**src/common/sbt_pkg.sv**
```systemverilog
package sbt_pkg;
    localparam int IR_W = 3;
    localparam int ID_W = 32;
    localparam logic [2:0] INS_EXTEST = 3'h0;
    localparam logic [2:0] INS_IDREAD = 3'h1;
    localparam logic [2:0] INS_SAMPZ = 3'h2;
    localparam logic [2:0] INS_PRELOAD = 3'h4;
    localparam logic [2:0] INS_BYPASS = 3'h7;
    localparam logic [1:0] IR_CAPTURE = 2'h1;
    localparam logic [2:0] TMS_RESET_COUNT = 3'h5;
    // arbitrary neutral identification value, bit 0 set as the presence marker
    localparam logic [31:0] ID_CODE_DEFAULT = 32'h0000_0001;
    localparam logic [15:0] ST_RESET = 16'h0001;
    localparam logic [15:0] ST_IDLE = 16'h0002;
    localparam logic [15:0] ST_SEL_DR = 16'h0004;
    localparam logic [15:0] ST_CAP_DR = 16'h0008;
    localparam logic [15:0] ST_SH_DR = 16'h0010;
    localparam logic [15:0] ST_EX1_DR = 16'h0020;
    localparam logic [15:0] ST_PA_DR = 16'h0040;
    localparam logic [15:0] ST_EX2_DR = 16'h0080;
    localparam logic [15:0] ST_UP_DR = 16'h0100;
    localparam logic [15:0] ST_SEL_IR = 16'h0200;
    localparam logic [15:0] ST_CAP_IR = 16'h0400;
    localparam logic [15:0] ST_SH_IR = 16'h0800;
    localparam logic [15:0] ST_EX1_IR = 16'h1000;
    localparam logic [15:0] ST_PA_IR = 16'h2000;
    localparam logic [15:0] ST_EX2_IR = 16'h4000;
    localparam logic [15:0] ST_UP_IR = 16'h8000;
    typedef enum logic [15:0] {
        SBT_RESET = ST_RESET, SBT_IDLE = ST_IDLE, SBT_SEL_DR = ST_SEL_DR,
        SBT_CAP_DR = ST_CAP_DR, SBT_SH_DR = ST_SH_DR, SBT_EX1_DR = ST_EX1_DR,
        SBT_PA_DR = ST_PA_DR, SBT_EX2_DR = ST_EX2_DR, SBT_UP_DR = ST_UP_DR,
        SBT_SEL_IR = ST_SEL_IR, SBT_CAP_IR = ST_CAP_IR, SBT_SH_IR = ST_SH_IR,
        SBT_EX1_IR = ST_EX1_IR, SBT_PA_IR = ST_PA_IR, SBT_EX2_IR = ST_EX2_IR,
        SBT_UP_IR = ST_UP_IR
    } sbt_state_t;
endpackage : sbt_pkg

```
**src/common/sbt_tap_if.sv**
```systemverilog
`timescale 1ns/10ps
`default_nettype none
interface sbt_tap_if;
    sbt_pkg::sbt_state_t state;
    logic rise;
    logic fall;
    logic tms;
    modport ctl (output state, input rise, input fall, input tms);
    modport use_side (input state, output rise, output fall, output tms);
endinterface : sbt_tap_if
`default_nettype wire

```
**src/sbt_fsm.sv**
```systemverilog
`timescale 1ns/10ps
`default_nettype none
module sbt_fsm (
    input wire logic clk,
    input wire logic nrst,
    sbt_tap_if.ctl tap
);
    sbt_pkg::sbt_state_t state;
    sbt_pkg::sbt_state_t next_state;

    assign tap.state = state;

    always_comb begin
        next_state = state;
        if (tap.rise) begin
            unique case (state)
                sbt_pkg::SBT_RESET: next_state = tap.tms ? sbt_pkg::SBT_RESET : sbt_pkg::SBT_IDLE;
                sbt_pkg::SBT_IDLE: next_state = tap.tms ? sbt_pkg::SBT_SEL_DR : sbt_pkg::SBT_IDLE;
                sbt_pkg::SBT_SEL_DR: next_state = tap.tms ? sbt_pkg::SBT_SEL_IR : sbt_pkg::SBT_CAP_DR;
                sbt_pkg::SBT_CAP_DR: next_state = tap.tms ? sbt_pkg::SBT_EX1_DR : sbt_pkg::SBT_SH_DR;
                sbt_pkg::SBT_SH_DR: next_state = tap.tms ? sbt_pkg::SBT_EX1_DR : sbt_pkg::SBT_SH_DR;
                sbt_pkg::SBT_EX1_DR: next_state = tap.tms ? sbt_pkg::SBT_UP_DR : sbt_pkg::SBT_PA_DR;
                sbt_pkg::SBT_PA_DR: next_state = tap.tms ? sbt_pkg::SBT_EX2_DR : sbt_pkg::SBT_PA_DR;
                sbt_pkg::SBT_EX2_DR: next_state = tap.tms ? sbt_pkg::SBT_UP_DR : sbt_pkg::SBT_SH_DR;
                sbt_pkg::SBT_UP_DR: next_state = tap.tms ? sbt_pkg::SBT_SEL_DR : sbt_pkg::SBT_IDLE;
                sbt_pkg::SBT_SEL_IR: next_state = tap.tms ? sbt_pkg::SBT_RESET : sbt_pkg::SBT_CAP_IR;
                sbt_pkg::SBT_CAP_IR: next_state = tap.tms ? sbt_pkg::SBT_EX1_IR : sbt_pkg::SBT_SH_IR;
                sbt_pkg::SBT_SH_IR: next_state = tap.tms ? sbt_pkg::SBT_EX1_IR : sbt_pkg::SBT_SH_IR;
                sbt_pkg::SBT_EX1_IR: next_state = tap.tms ? sbt_pkg::SBT_UP_IR : sbt_pkg::SBT_PA_IR;
                sbt_pkg::SBT_PA_IR: next_state = tap.tms ? sbt_pkg::SBT_EX2_IR : sbt_pkg::SBT_PA_IR;
                sbt_pkg::SBT_EX2_IR: next_state = tap.tms ? sbt_pkg::SBT_UP_IR : sbt_pkg::SBT_SH_IR;
                sbt_pkg::SBT_UP_IR: next_state = tap.tms ? sbt_pkg::SBT_SEL_DR : sbt_pkg::SBT_IDLE;
                default: next_state = sbt_pkg::SBT_RESET;
            endcase
        end
    end

    always_ff @(posedge clk or negedge nrst) begin
        if (!nrst) begin
            state <= sbt_pkg::SBT_RESET;
        end else begin
            state <= next_state;
        end
    end
endmodule : sbt_fsm
`default_nettype wire

```
**src/sbt_tap.sv**
```systemverilog
`timescale 1ns/10ps
`default_nettype none
module sbt_tap #(
    parameter int PIN_W = 8,
    parameter int PAD_W = 2,
    parameter logic [31:0] ID_CODE = sbt_pkg::ID_CODE_DEFAULT
) (
    input wire logic clk,
    input wire logic nrst,
    input wire logic tck,
    input wire logic tms,
    input wire logic tms_oe,
    input wire logic tdi,
    input wire logic tdi_oe,
    input wire logic [PIN_W-1:0] pin_level,
    output logic tdo,
    output logic tdo_oe,
    output logic [PIN_W-1:0] pin_drive,
    output logic pin_drive_en,
    output logic ram_out_float,
    output logic [2:0] active_instr
);
    localparam int BS_W = PIN_W + PAD_W;

    sbt_tap_if tap_bus ();

    logic [1:0] tck_s;
    logic [1:0] tms_s;
    logic [1:0] tmsoe_s;
    logic [1:0] tdi_s;
    logic [1:0] tdioe_s;
    logic tck_d;
    logic [2:0] ir_shift;
    logic [2:0] next_ir_shift;
    logic [2:0] ir_act;
    logic [2:0] next_ir_act;
    logic byp;
    logic next_byp;
    logic [31:0] id_sr;
    logic [31:0] next_id_sr;
    logic [BS_W-1:0] bs_sr;
    logic [BS_W-1:0] next_bs_sr;
    logic [PIN_W-1:0] bs_upd;
    logic [PIN_W-1:0] next_bs_upd;
    logic next_tdo;
    logic next_tdo_oe;
    logic tms_eff;
    logic tdi_eff;
    logic rise;
    logic fall;

    function automatic logic bs_sel(input logic [2:0] ins);
        return ins == sbt_pkg::INS_EXTEST || ins == sbt_pkg::INS_PRELOAD
            || ins == sbt_pkg::INS_SAMPZ;
    endfunction : bs_sel

    // two-stage synchronisers for tck, tms, tdi and their enables; pin_level is sampled directly
    always_ff @(posedge clk or negedge nrst) begin
        if (!nrst) begin
            tck_s <= 2'h0;
            tms_s <= 2'h3;
            tmsoe_s <= 2'h0;
            tdi_s <= 2'h3;
            tdioe_s <= 2'h0;
            tck_d <= 1'h0;
        end else begin
            tck_s <= {tck_s[0], tck};
            tms_s <= {tms_s[0], tms};
            tmsoe_s <= {tmsoe_s[0], tms_oe};
            tdi_s <= {tdi_s[0], tdi};
            tdioe_s <= {tdioe_s[0], tdi_oe};
            tck_d <= tck_s[1];
        end
    end

    assign rise = tck_s[1] & ~tck_d;
    assign fall = ~tck_s[1] & tck_d;
    assign tms_eff = tmsoe_s[1] ? tms_s[1] : 1'h1;
    assign tdi_eff = tdioe_s[1] ? tdi_s[1] : 1'h1;

    assign tap_bus.rise = rise;
    assign tap_bus.fall = fall;
    assign tap_bus.tms = tms_eff;

    sbt_fsm u_fsm (
        .clk(clk),
        .nrst(nrst),
        .tap(tap_bus.ctl)
    );

    always_comb begin
        next_ir_shift = ir_shift;
        next_ir_act = ir_act;
        next_byp = byp;
        next_id_sr = id_sr;
        next_bs_sr = bs_sr;
        next_bs_upd = bs_upd;
        if (rise) begin
            unique case (tap_bus.state)
                sbt_pkg::SBT_CAP_IR: next_ir_shift = {ir_shift[2], sbt_pkg::IR_CAPTURE};
                sbt_pkg::SBT_SH_IR: next_ir_shift = {tdi_eff, ir_shift[2:1]};
                sbt_pkg::SBT_CAP_DR: begin
                    if (ir_act == sbt_pkg::INS_IDREAD) begin
                        next_id_sr = ID_CODE;
                    end
                    if (bs_sel(ir_act)) begin
                        next_bs_sr = {{PAD_W{1'h1}}, pin_level};
                    end
                    if (ir_act == sbt_pkg::INS_BYPASS || !bs_sel(ir_act)
                        && ir_act != sbt_pkg::INS_IDREAD) begin
                        next_byp = 1'h0;
                    end
                end
                sbt_pkg::SBT_SH_DR: begin
                    if (ir_act == sbt_pkg::INS_IDREAD) begin
                        next_id_sr = {tdi_eff, id_sr[31:1]};
                    end else if (bs_sel(ir_act)) begin
                        next_bs_sr = {tdi_eff, bs_sr[BS_W-1:1]};
                    end else begin
                        next_byp = tdi_eff;
                    end
                end
                default: begin
                end
            endcase
        end
        if (fall) begin
            unique case (tap_bus.state)
                // preset identification read
                // first fall in reset, so even the fifth-high entry is covered
                sbt_pkg::SBT_RESET: next_ir_act = sbt_pkg::INS_IDREAD;
                sbt_pkg::SBT_UP_IR: next_ir_act = ir_shift;
                sbt_pkg::SBT_UP_DR: begin
                    if (bs_sel(ir_act)) begin
                        next_bs_upd = bs_sr[PIN_W-1:0];
                    end
                end
                default: begin
                end
            endcase
        end
    end

    always_comb begin
        next_tdo = tdo;
        next_tdo_oe = tdo_oe;
        if (fall) begin
            next_tdo_oe = tap_bus.state == sbt_pkg::SBT_SH_DR
                || tap_bus.state == sbt_pkg::SBT_SH_IR;
            if (tap_bus.state == sbt_pkg::SBT_SH_IR) begin
                next_tdo = ir_shift[0];
            end else if (ir_act == sbt_pkg::INS_IDREAD) begin
                next_tdo = id_sr[0];
            end else if (bs_sel(ir_act)) begin
                next_tdo = bs_sr[0];
            end else begin
                next_tdo = byp;
            end
        end
    end

    always_ff @(posedge clk or negedge nrst) begin
        if (!nrst) begin
            ir_shift <= sbt_pkg::INS_IDREAD;
            ir_act <= sbt_pkg::INS_IDREAD;
            byp <= 1'h0;
            id_sr <= 32'h0000_0000;
            bs_sr <= '0;
            bs_upd <= '0;
            tdo <= 1'h0;
            tdo_oe <= 1'h0;
            pin_drive <= '0;
            pin_drive_en <= 1'h0;
            ram_out_float <= 1'h0;
            active_instr <= sbt_pkg::INS_IDREAD;
        end else begin
            ir_shift <= next_ir_shift;
            ir_act <= next_ir_act;
            byp <= next_byp;
            id_sr <= next_id_sr;
            bs_sr <= next_bs_sr;
            bs_upd <= next_bs_upd;
            tdo <= next_tdo;
            tdo_oe <= next_tdo_oe;
            pin_drive <= next_bs_upd;
            pin_drive_en <= next_ir_act == sbt_pkg::INS_EXTEST;
            ram_out_float <= next_ir_act == sbt_pkg::INS_SAMPZ;
            active_instr <= next_ir_act;
        end
    end
endmodule : sbt_tap
`default_nettype wire

```
**config.mk**
```make
export PLATFORM = sky130hd
export DESIGN_NAME = sbt_tap
export DESIGN_NICKNAME = d
export VERILOG_FILES = /design/src/common/sbt_pkg.sv /design/src/common/sbt_tap_if.sv /design/src/sbt_fsm.sv /design/src/sbt_tap.sv
export SDC_FILE = /design/constraint.sdc
export NUM_CORES = 1
export LEC_CHECK = 0
export BUFFER_PORTS_ARGS = -buffer_cell sky130_fd_sc_hd__buf_2
export CAP_MARGIN = 10
export CORE_MARGIN = 4
export CORE_UTILIZATION = 25
export DETAILED_ROUTE_END_ITERATION = 12
export MAX_ROUTING_LAYER = met4
export REMOVE_ABC_BUFFERS = 1
export SETUP_SLACK_MARGIN = 0.05
export SLEW_MARGIN = 20
export SYNTH_ARGS = -nofsm -noshare
export SYNTH_HDL_FRONTEND = slang
export SYNTH_SLANG_ARGS = --single-unit
```
**constraint.sdc**
```tcl
create_clock -name clk -period 2.63 [get_ports clk]
set_clock_uncertainty 0.1 [all_clocks]
set_input_delay 0.3945 -clock clk [delete_from_list [all_inputs] [get_ports clk]]
set_output_delay 0.3945 -clock clk [all_outputs]
set_load 0.01 [all_outputs]
```
---- Word level (Yosys, flattened, before mapping) ----
Cells that the tools add are included.
word-level totals
  bits of input ports ..................... 15
  logic and storage cells ................. 103
  output and inout bits ................... 15
  flip-flop bits (word level) ............. 88
operators by class
  reductions and logical operators ........ 19
  bitwise operators ....................... 5
  equal/unequal tests ..................... 29
  muxes and demuxes ....................... 32
operators by type and width
  cell                                                                count
  16-bit one-hot mux with 12 select lines                             1
  32-bit 2-to-1 mux                                                   2
  32-bit one-hot mux with 2 select lines                              1
  10-bit 2-to-1 mux                                                   4
  16-bit 2-to-1 mux                                                   2
  10-bit one-hot mux with 2 select lines                              1
  9-bit 2-to-1 mux                                                    2
  16-bit by 1-bit == test with 1-bit output (second input constant)   1
  16-bit by 10-bit == test with 1-bit output (second input constant)  1
  16-bit by 11-bit == test with 1-bit output (second input constant)  1
  16-bit by 12-bit == test with 1-bit output (second input constant)  1
  16-bit by 13-bit == test with 1-bit output (second input constant)  1
  16-bit by 14-bit == test with 1-bit output (second input constant)  1
  16-bit by 15-bit == test with 1-bit output (second input constant)  1
  16-bit == test (second input constant)                              1
  16-bit by 2-bit == test with 1-bit output (second input constant)   1
  16-bit by 3-bit == test with 1-bit output (second input constant)   1
  16-bit by 4-bit == test with 1-bit output (second input constant)   1
  16-bit by 5-bit == test with 1-bit output (second input constant)   1
  16-bit by 6-bit == test with 1-bit output (second input constant)   1
  16-bit by 7-bit == test with 1-bit output (second input constant)   1
  16-bit by 8-bit == test with 1-bit output (second input constant)   1
  16-bit by 9-bit == test with 1-bit output (second input constant)   1
  15-bit 2-to-1 mux                                                   1
  27 further kinds                                                    55

---- Longest topological paths before layout ----
  depth in word-level cells ............... 8
  depth in mapped cells ................... 9
  gate-level depth less buffers ........... 6

---- Cells and area by module ----
A second synthesis with hierarchy kept.
second synthesis, totals
  cell total of the unflattened synthesis .. 343
  area, all modules ....................... 4,081.4 sq um
modules (own cells, without submodules)
  module   seq. area each (sq um)  cells an instance  area an instance (sq um)  times used
  sbt_tap  1,809.2                 218                2,969.1                   1
  sbt_fsm  401.6                   125                1,112.3                   1

---- Least setup slack after synthesis ----
OpenSTA, ideal clock, no wires.
  path kind ............................... reg2reg
  start ................................... register u_fsm.state[4], in the netlist u_fsm.tap.state[4]
  end ..................................... register bs_upd[0]
  stages on the path, launching flop included .. 8
  data arrival time ....................... 2.196 ns
  path buffers ............................ 2
  path slack .............................. 0.209 ns
  required time ........................... 2.405 ns
  library setup time ...................... 0.125 ns
  period minus slack after synthesis ...... 2.421 ns
  cells stage by stage .................... dfrtp_1 -> clkbuf_1 -> or4_1 -> clkbuf_1 -> nor4_1 -> nand2_1 -> nor2_2 -> mux2_2
on the way
  longest elaborated chain between the ends .. 2
ends and longest elaborated chain
  what                                       RTL line        RTL
  start, declared                            sbt_fsm.sv:8    sbt_pkg::sbt_state_t state;
  start signal, assigned                     sbt_fsm.sv:40   state <= sbt_pkg::SBT_RESET;
  start signal, assigned                     sbt_fsm.sv:42   state <= next_state;
  16-bit by 9-bit == test with 1-bit output  sbt_tap.sv:128  unique case (tap_bus.state)
  3-bit AND reduction (no source line)       n/a
  end signal, assigned                       sbt_tap.sv:182  bs_upd <= next_bs_upd;
  end, declared                              sbt_tap.sv:43   logic [PIN_W-1:0] bs_upd;
No other way between the ends.
A chain may end at the register's enable or synchronous reset.

---- Final worst setup path ----
  start ................................... register u_fsm.state[11], in the netlist u_fsm.tap.state[11]
  end ..................................... register u_fsm.state[4], in the netlist u_fsm.tap.state[4]
on the way
  longest elaborated chain between the ends .. 3
  elaborated cells on any way between the ends .. 20
  those cells by class .................... eq/ne: 16; mux: 1; reduce/logical: 3
ends and longest elaborated chain
  what                                                                              RTL line       RTL
  16-bit by 2-bit == test with 1-bit output (tied with other cells)                 sbt_fsm.sv:16  unique case (state)
  3-bit OR reduction (no source line) / 2-bit OR reduction (equally long branches)  n/a
  16-bit one-hot mux with 12 select lines (*)                                       sbt_fsm.sv:16
Mark *: on every way between the ends. The rest lies on a longest branch, timed or not.

==> results.txt <==
----------------------------------------------------
[Layout]
  Share of final-layout standard cells stronger than drive strength 1 ... 22.9%
  Diodes inserted ... 0
  Area delta synth->final ... 18.8%
  Final cell count without fillers ... 560
  Multi-input combinational cell area ... 1470 sq um
  Sequential standard cell area ... 2210 sq um
  Final non-filler cell area ... 4540 sq um
  Most frequent standard cell in the layout excluding fill and tap cells ... sky130_fd_sc_hd__dfrtp_1
  Final net count ... 386
  Count of fill cells added during filler insertion ... 1550
  Most frequent cells in the layout ... sky130_fd_sc_hd__dfrtp_1, sky130_fd_sc_hd__a22o_1, sky130_fd_sc_hd__buf_2
  Post-Route Utilization ... 30.8%

[Outcome]
  Run status ... complete, no violations

[Flow run]
  Max Cap Viol ... 0

[Synthesis]
  Syn. warnings ... 0
  Fraction of registers with async set or reset after synthesis ... 100%
  Register bit count reported by yosys ... 88
  Synthesized area divided by synthesized cell count ... 11.4 sq um
  Post-synth top area share ... 53.0%
  Cell variety after synth ... 50
  Syn Inst Count ... 336
  Library cell with the largest summed area after synthesis ... sky130_fd_sc_hd__dfrtp_1
  EDFF count, synth ... 0
  Synth Cell Area ... 3820 sq um
  Most frequently used flop master after synthesis ... sky130_fd_sc_hd__dfrtp_1
  Share of the yosys chip area belonging to registers ... 57.8%
  Top post-synthesis cells by area ... sky130_fd_sc_hd__dfrtp_1, sky130_fd_sc_hd__a22o_1, sky130_fd_sc_hd__dfstp_2

[Clock network]
  CTS tree ... built
  Clock sink count ... 88
  TritonCTS buffer count ... 9
  Later-pin clock latency in the skew report ... 340 ps
  Setup bufs post-CTS ... 0
  Reg clk slew, reported paths ... 60 ps
  Maximum buffer depth of the clock tree ... 2
  CTS root buf ... sky130_fd_sc_hd__clkbuf_16
  Level count of the clock H-tree ... 3
  # resized after CTS ... 0
  Cts hold-fix bufs ... 1

[Placed design]
  Placed instance count ... 543
  Placer congestion estimate ... 0.880
  Detailed-placement wirelength estimate ... 5.54 mm
  Place WS ... 215 ps
  Port Buffer Count ... 29
  Placed cell area ... 4250 sq um

[Global routing]
  Initial antenna violation count ... 0
  First-pass GRT wire length ... 13.9 mm
  Global route overflow ... 0
  Vias in the first global route ... 2755
  Maximum number of pins on one net before global-route repair ... 51
  Overall routing resource usage ... 10.1%

[Timing]
  Worst rel slew slack ... 64.6%
  Count of final hold-check violations ... 0
  Min Clock Period, post-route ... 2430 ps
  Fmax ... 411 MHz
  Worst Max-Slew Pin Slew ... 526 ps
  Number of max-slew violations in the final report ... 0
  Fin worst setup slack ... 199 ps
  Share of the cycle needed by the critical path after routing ... 92.4%
  Total of endpoints with negative setup slack in the final report ... 0
  RSZ-0062 raised after global routing ... false
  Tightest hold margin ... 47.8 ps

[Setup path]
  Sort of element at the end of the critical path ... flip-flop
  Worst reg2reg endpoint ... u_fsm.tap.state[4]
  Slack of the worst reg-to-reg path ... 200 ps
  Startpoint Class ... flip-flop
  Worst Reg-to-Reg Cells ... 5
  Type of the worst setup path ... flip-flop to flip-flop
  Beginning of the worst register-to-register path ... u_fsm.tap.state[11]
  Required time reported for the critical path endpoint ... 2810 ps
  CP max FO ... 7
  Arrival time worst endpoint ... 2620 ps

[Die]
  DIE AREA ... 17300 sq um
  Num ports ... 30
  Core Rows ... 44
  Placeable Area ... 14800 sq um
  Height of the chip ... 132 um
  Initial Util ... 25.9%
  Die width ... 132 um

[Routing]
  Count of nets left with antenna violations after detail routing ... 0
  DR vias ... 2764
  Via count normalized by instance count ... 4.94
  Drt first pass iters ... 4
  Number of design rule violations left after detail routing ... 0
  Routed wire per std cell ... 14.6 um
  Drt first-iter violations ... 160
  Final wirelength ... 8.18 mm

[Pwr]
  Leak pwr ... 2.15 nW
  Highest ir drop seen on vdd ... 0.000289 V
  Power density over the cells ... 661 nW/um^2

[Worst hold path]
  Start point of the worst min-delay path ... tdi
  End point of the worst hold path ... tdi_s[0]
  Min-Delay Path Depth ... 1
  Class of the most critical hold timing path ... primary input to flip-flop

----------------------------------------------------
power breakdown:
part           leakage, nW  internal [mW]  switching (mW)
sequential            1.14           1.40          0.0376
clock                0.130          0.652           0.543
combinational        0.873          0.154           0.220
how the worst max path moves through the flow:
| stage | from | end | slack, ps | cells after the start |
|---|---|---|---|---|
| 4_1_cts | u_fsm.tap.state[11] | u_fsm.tap.state[4] | 200 | 5 |
| 6_report | u_fsm.tap.state[11] | u_fsm.tap.state[4] | 200 | 5 |
| 3_3_place_gp | u_fsm.tap.state[12] | ram_out_float | 240 | 6 |
| 5_1_grt | u_fsm.tap.state[15] | id_sr[25] | 100 | 5 |
| 3_5_place_dp | u_fsm.tap.state[11] | u_fsm.tap.state[4] | 220 | 5 |
| 2_1_floorplan | u_fsm.tap.state[9] | id_sr[10] | -190 | 4 |
metal layers:
metal  track usage [%]  vias up  part of all wire, %
met5                 -        -                    0
met4              4.49        0                  2.2
met3              2.94       16                  4.3
met2              15.4       65                   47
met1              12.4     1376                   47
li1                  -     1307                    -
Yosys cell counts (2+ instances only):
| cell type | count |
|---|---|
| sky130_fd_sc_hd__a21o_1 | 4 |
| sky130_fd_sc_hd__a21oi_1 | 10 |
| sky130_fd_sc_hd__a22o_1 | 33 |
| sky130_fd_sc_hd__a31oi_1 | 4 |
| sky130_fd_sc_hd__buf_2 | 5 |
| sky130_fd_sc_hd__buf_6 | 2 |
| sky130_fd_sc_hd__clkbuf_1 | 18 |
| sky130_fd_sc_hd__dfrtp_1 | 81 |
| sky130_fd_sc_hd__dfstp_2 | 7 |
| sky130_fd_sc_hd__inv_1 | 7 |
| sky130_fd_sc_hd__mux2_2 | 9 |
| sky130_fd_sc_hd__mux2i_1 | 8 |
| sky130_fd_sc_hd__nand2_1 | 25 |
| sky130_fd_sc_hd__nand2b_1 | 8 |
| sky130_fd_sc_hd__nand3_1 | 7 |
| sky130_fd_sc_hd__nand3b_1 | 2 |
| sky130_fd_sc_hd__nand4_1 | 4 |
| sky130_fd_sc_hd__nand4b_1 | 2 |
| sky130_fd_sc_hd__nor2_1 | 12 |
| sky130_fd_sc_hd__nor2b_1 | 3 |
| sky130_fd_sc_hd__nor3_1 | 10 |
| sky130_fd_sc_hd__nor4_1 | 7 |
| sky130_fd_sc_hd__o211ai_1 | 2 |
| sky130_fd_sc_hd__o21a_1 | 2 |
| sky130_fd_sc_hd__o21ai_0 | 19 |
| sky130_fd_sc_hd__o31a_1 | 3 |
| sky130_fd_sc_hd__o31ai_1 | 6 |
| sky130_fd_sc_hd__or4_1 | 5 |
| sky130_fd_sc_hd__or4_4 | 2 |
| sky130_fd_sc_hd__or4b_2 | 2 |
| sky130_fd_sc_hd__xnor2_1 | 5 |
| sky130_fd_sc_hd__xor2_1 | 4 |
logic make-up (layout without fill, tap and decap cells):
family                   Yosys count  count (layout)  synth area share (%)
buffers and inverters             32              72                  3.70
adder cells (fa/ha/maj)            1               1                 0.262
AND/OR/NAND/NOR                  100             100                  14.6
XOR/XNOR                           9               9                  2.06
multiplexers                      17              17                  4.75
AO/OA/AOI/OAI                     89              89                  16.8
flip-flops                        88              88                  57.8
flip-flops by register name (all words and copies together), names as in the netlist:
signal / count
ir_shift: 3
tmsoe_s: 2
bs_sr: 10
bs_upd: 8
ram_out_float: 1
id_sr: 32
tdo_oe: 1
tck_s: 2
byp: 1
tck_d: 1
tdioe_s: 2
pin_drive_en: 1
ir_act: 3
tdo: 1
u_fsm.tap.state: 16
tdi_s: 2
tms_s: 2
final cells by class:
cell class	count	share of cell area (%)
clock inverters	6	1.10
clock buffers	10	5.04
flip-flops and latches	88	48.7
well taps	184	5.07
repair buffers	49	7.16
multi-input cells	216	32.4
inverters	7	0.579
critical path, cell delays in order, from the launching register on:
cell and delay (ps):
sky130_fd_sc_hd__dfrtp_1 450, sky130_fd_sc_hd__or4_4 550, sky130_fd_sc_hd__or4_4 560, sky130_fd_sc_hd__or4b_1 470, sky130_fd_sc_hd__a21oi_1 160, sky130_fd_sc_hd__a21o_1 100
through the flow:
stage | power [mW] | setup TNS [ps]
floorplan | 1.66 | -5980
global placement | 1.82 | 0
detailed placement | 1.83 | 0
CTS | 3.04 | 0
global route | 3.15 | 0
finish | 3.00 | 0
Power figures use the tool's default switching activity.
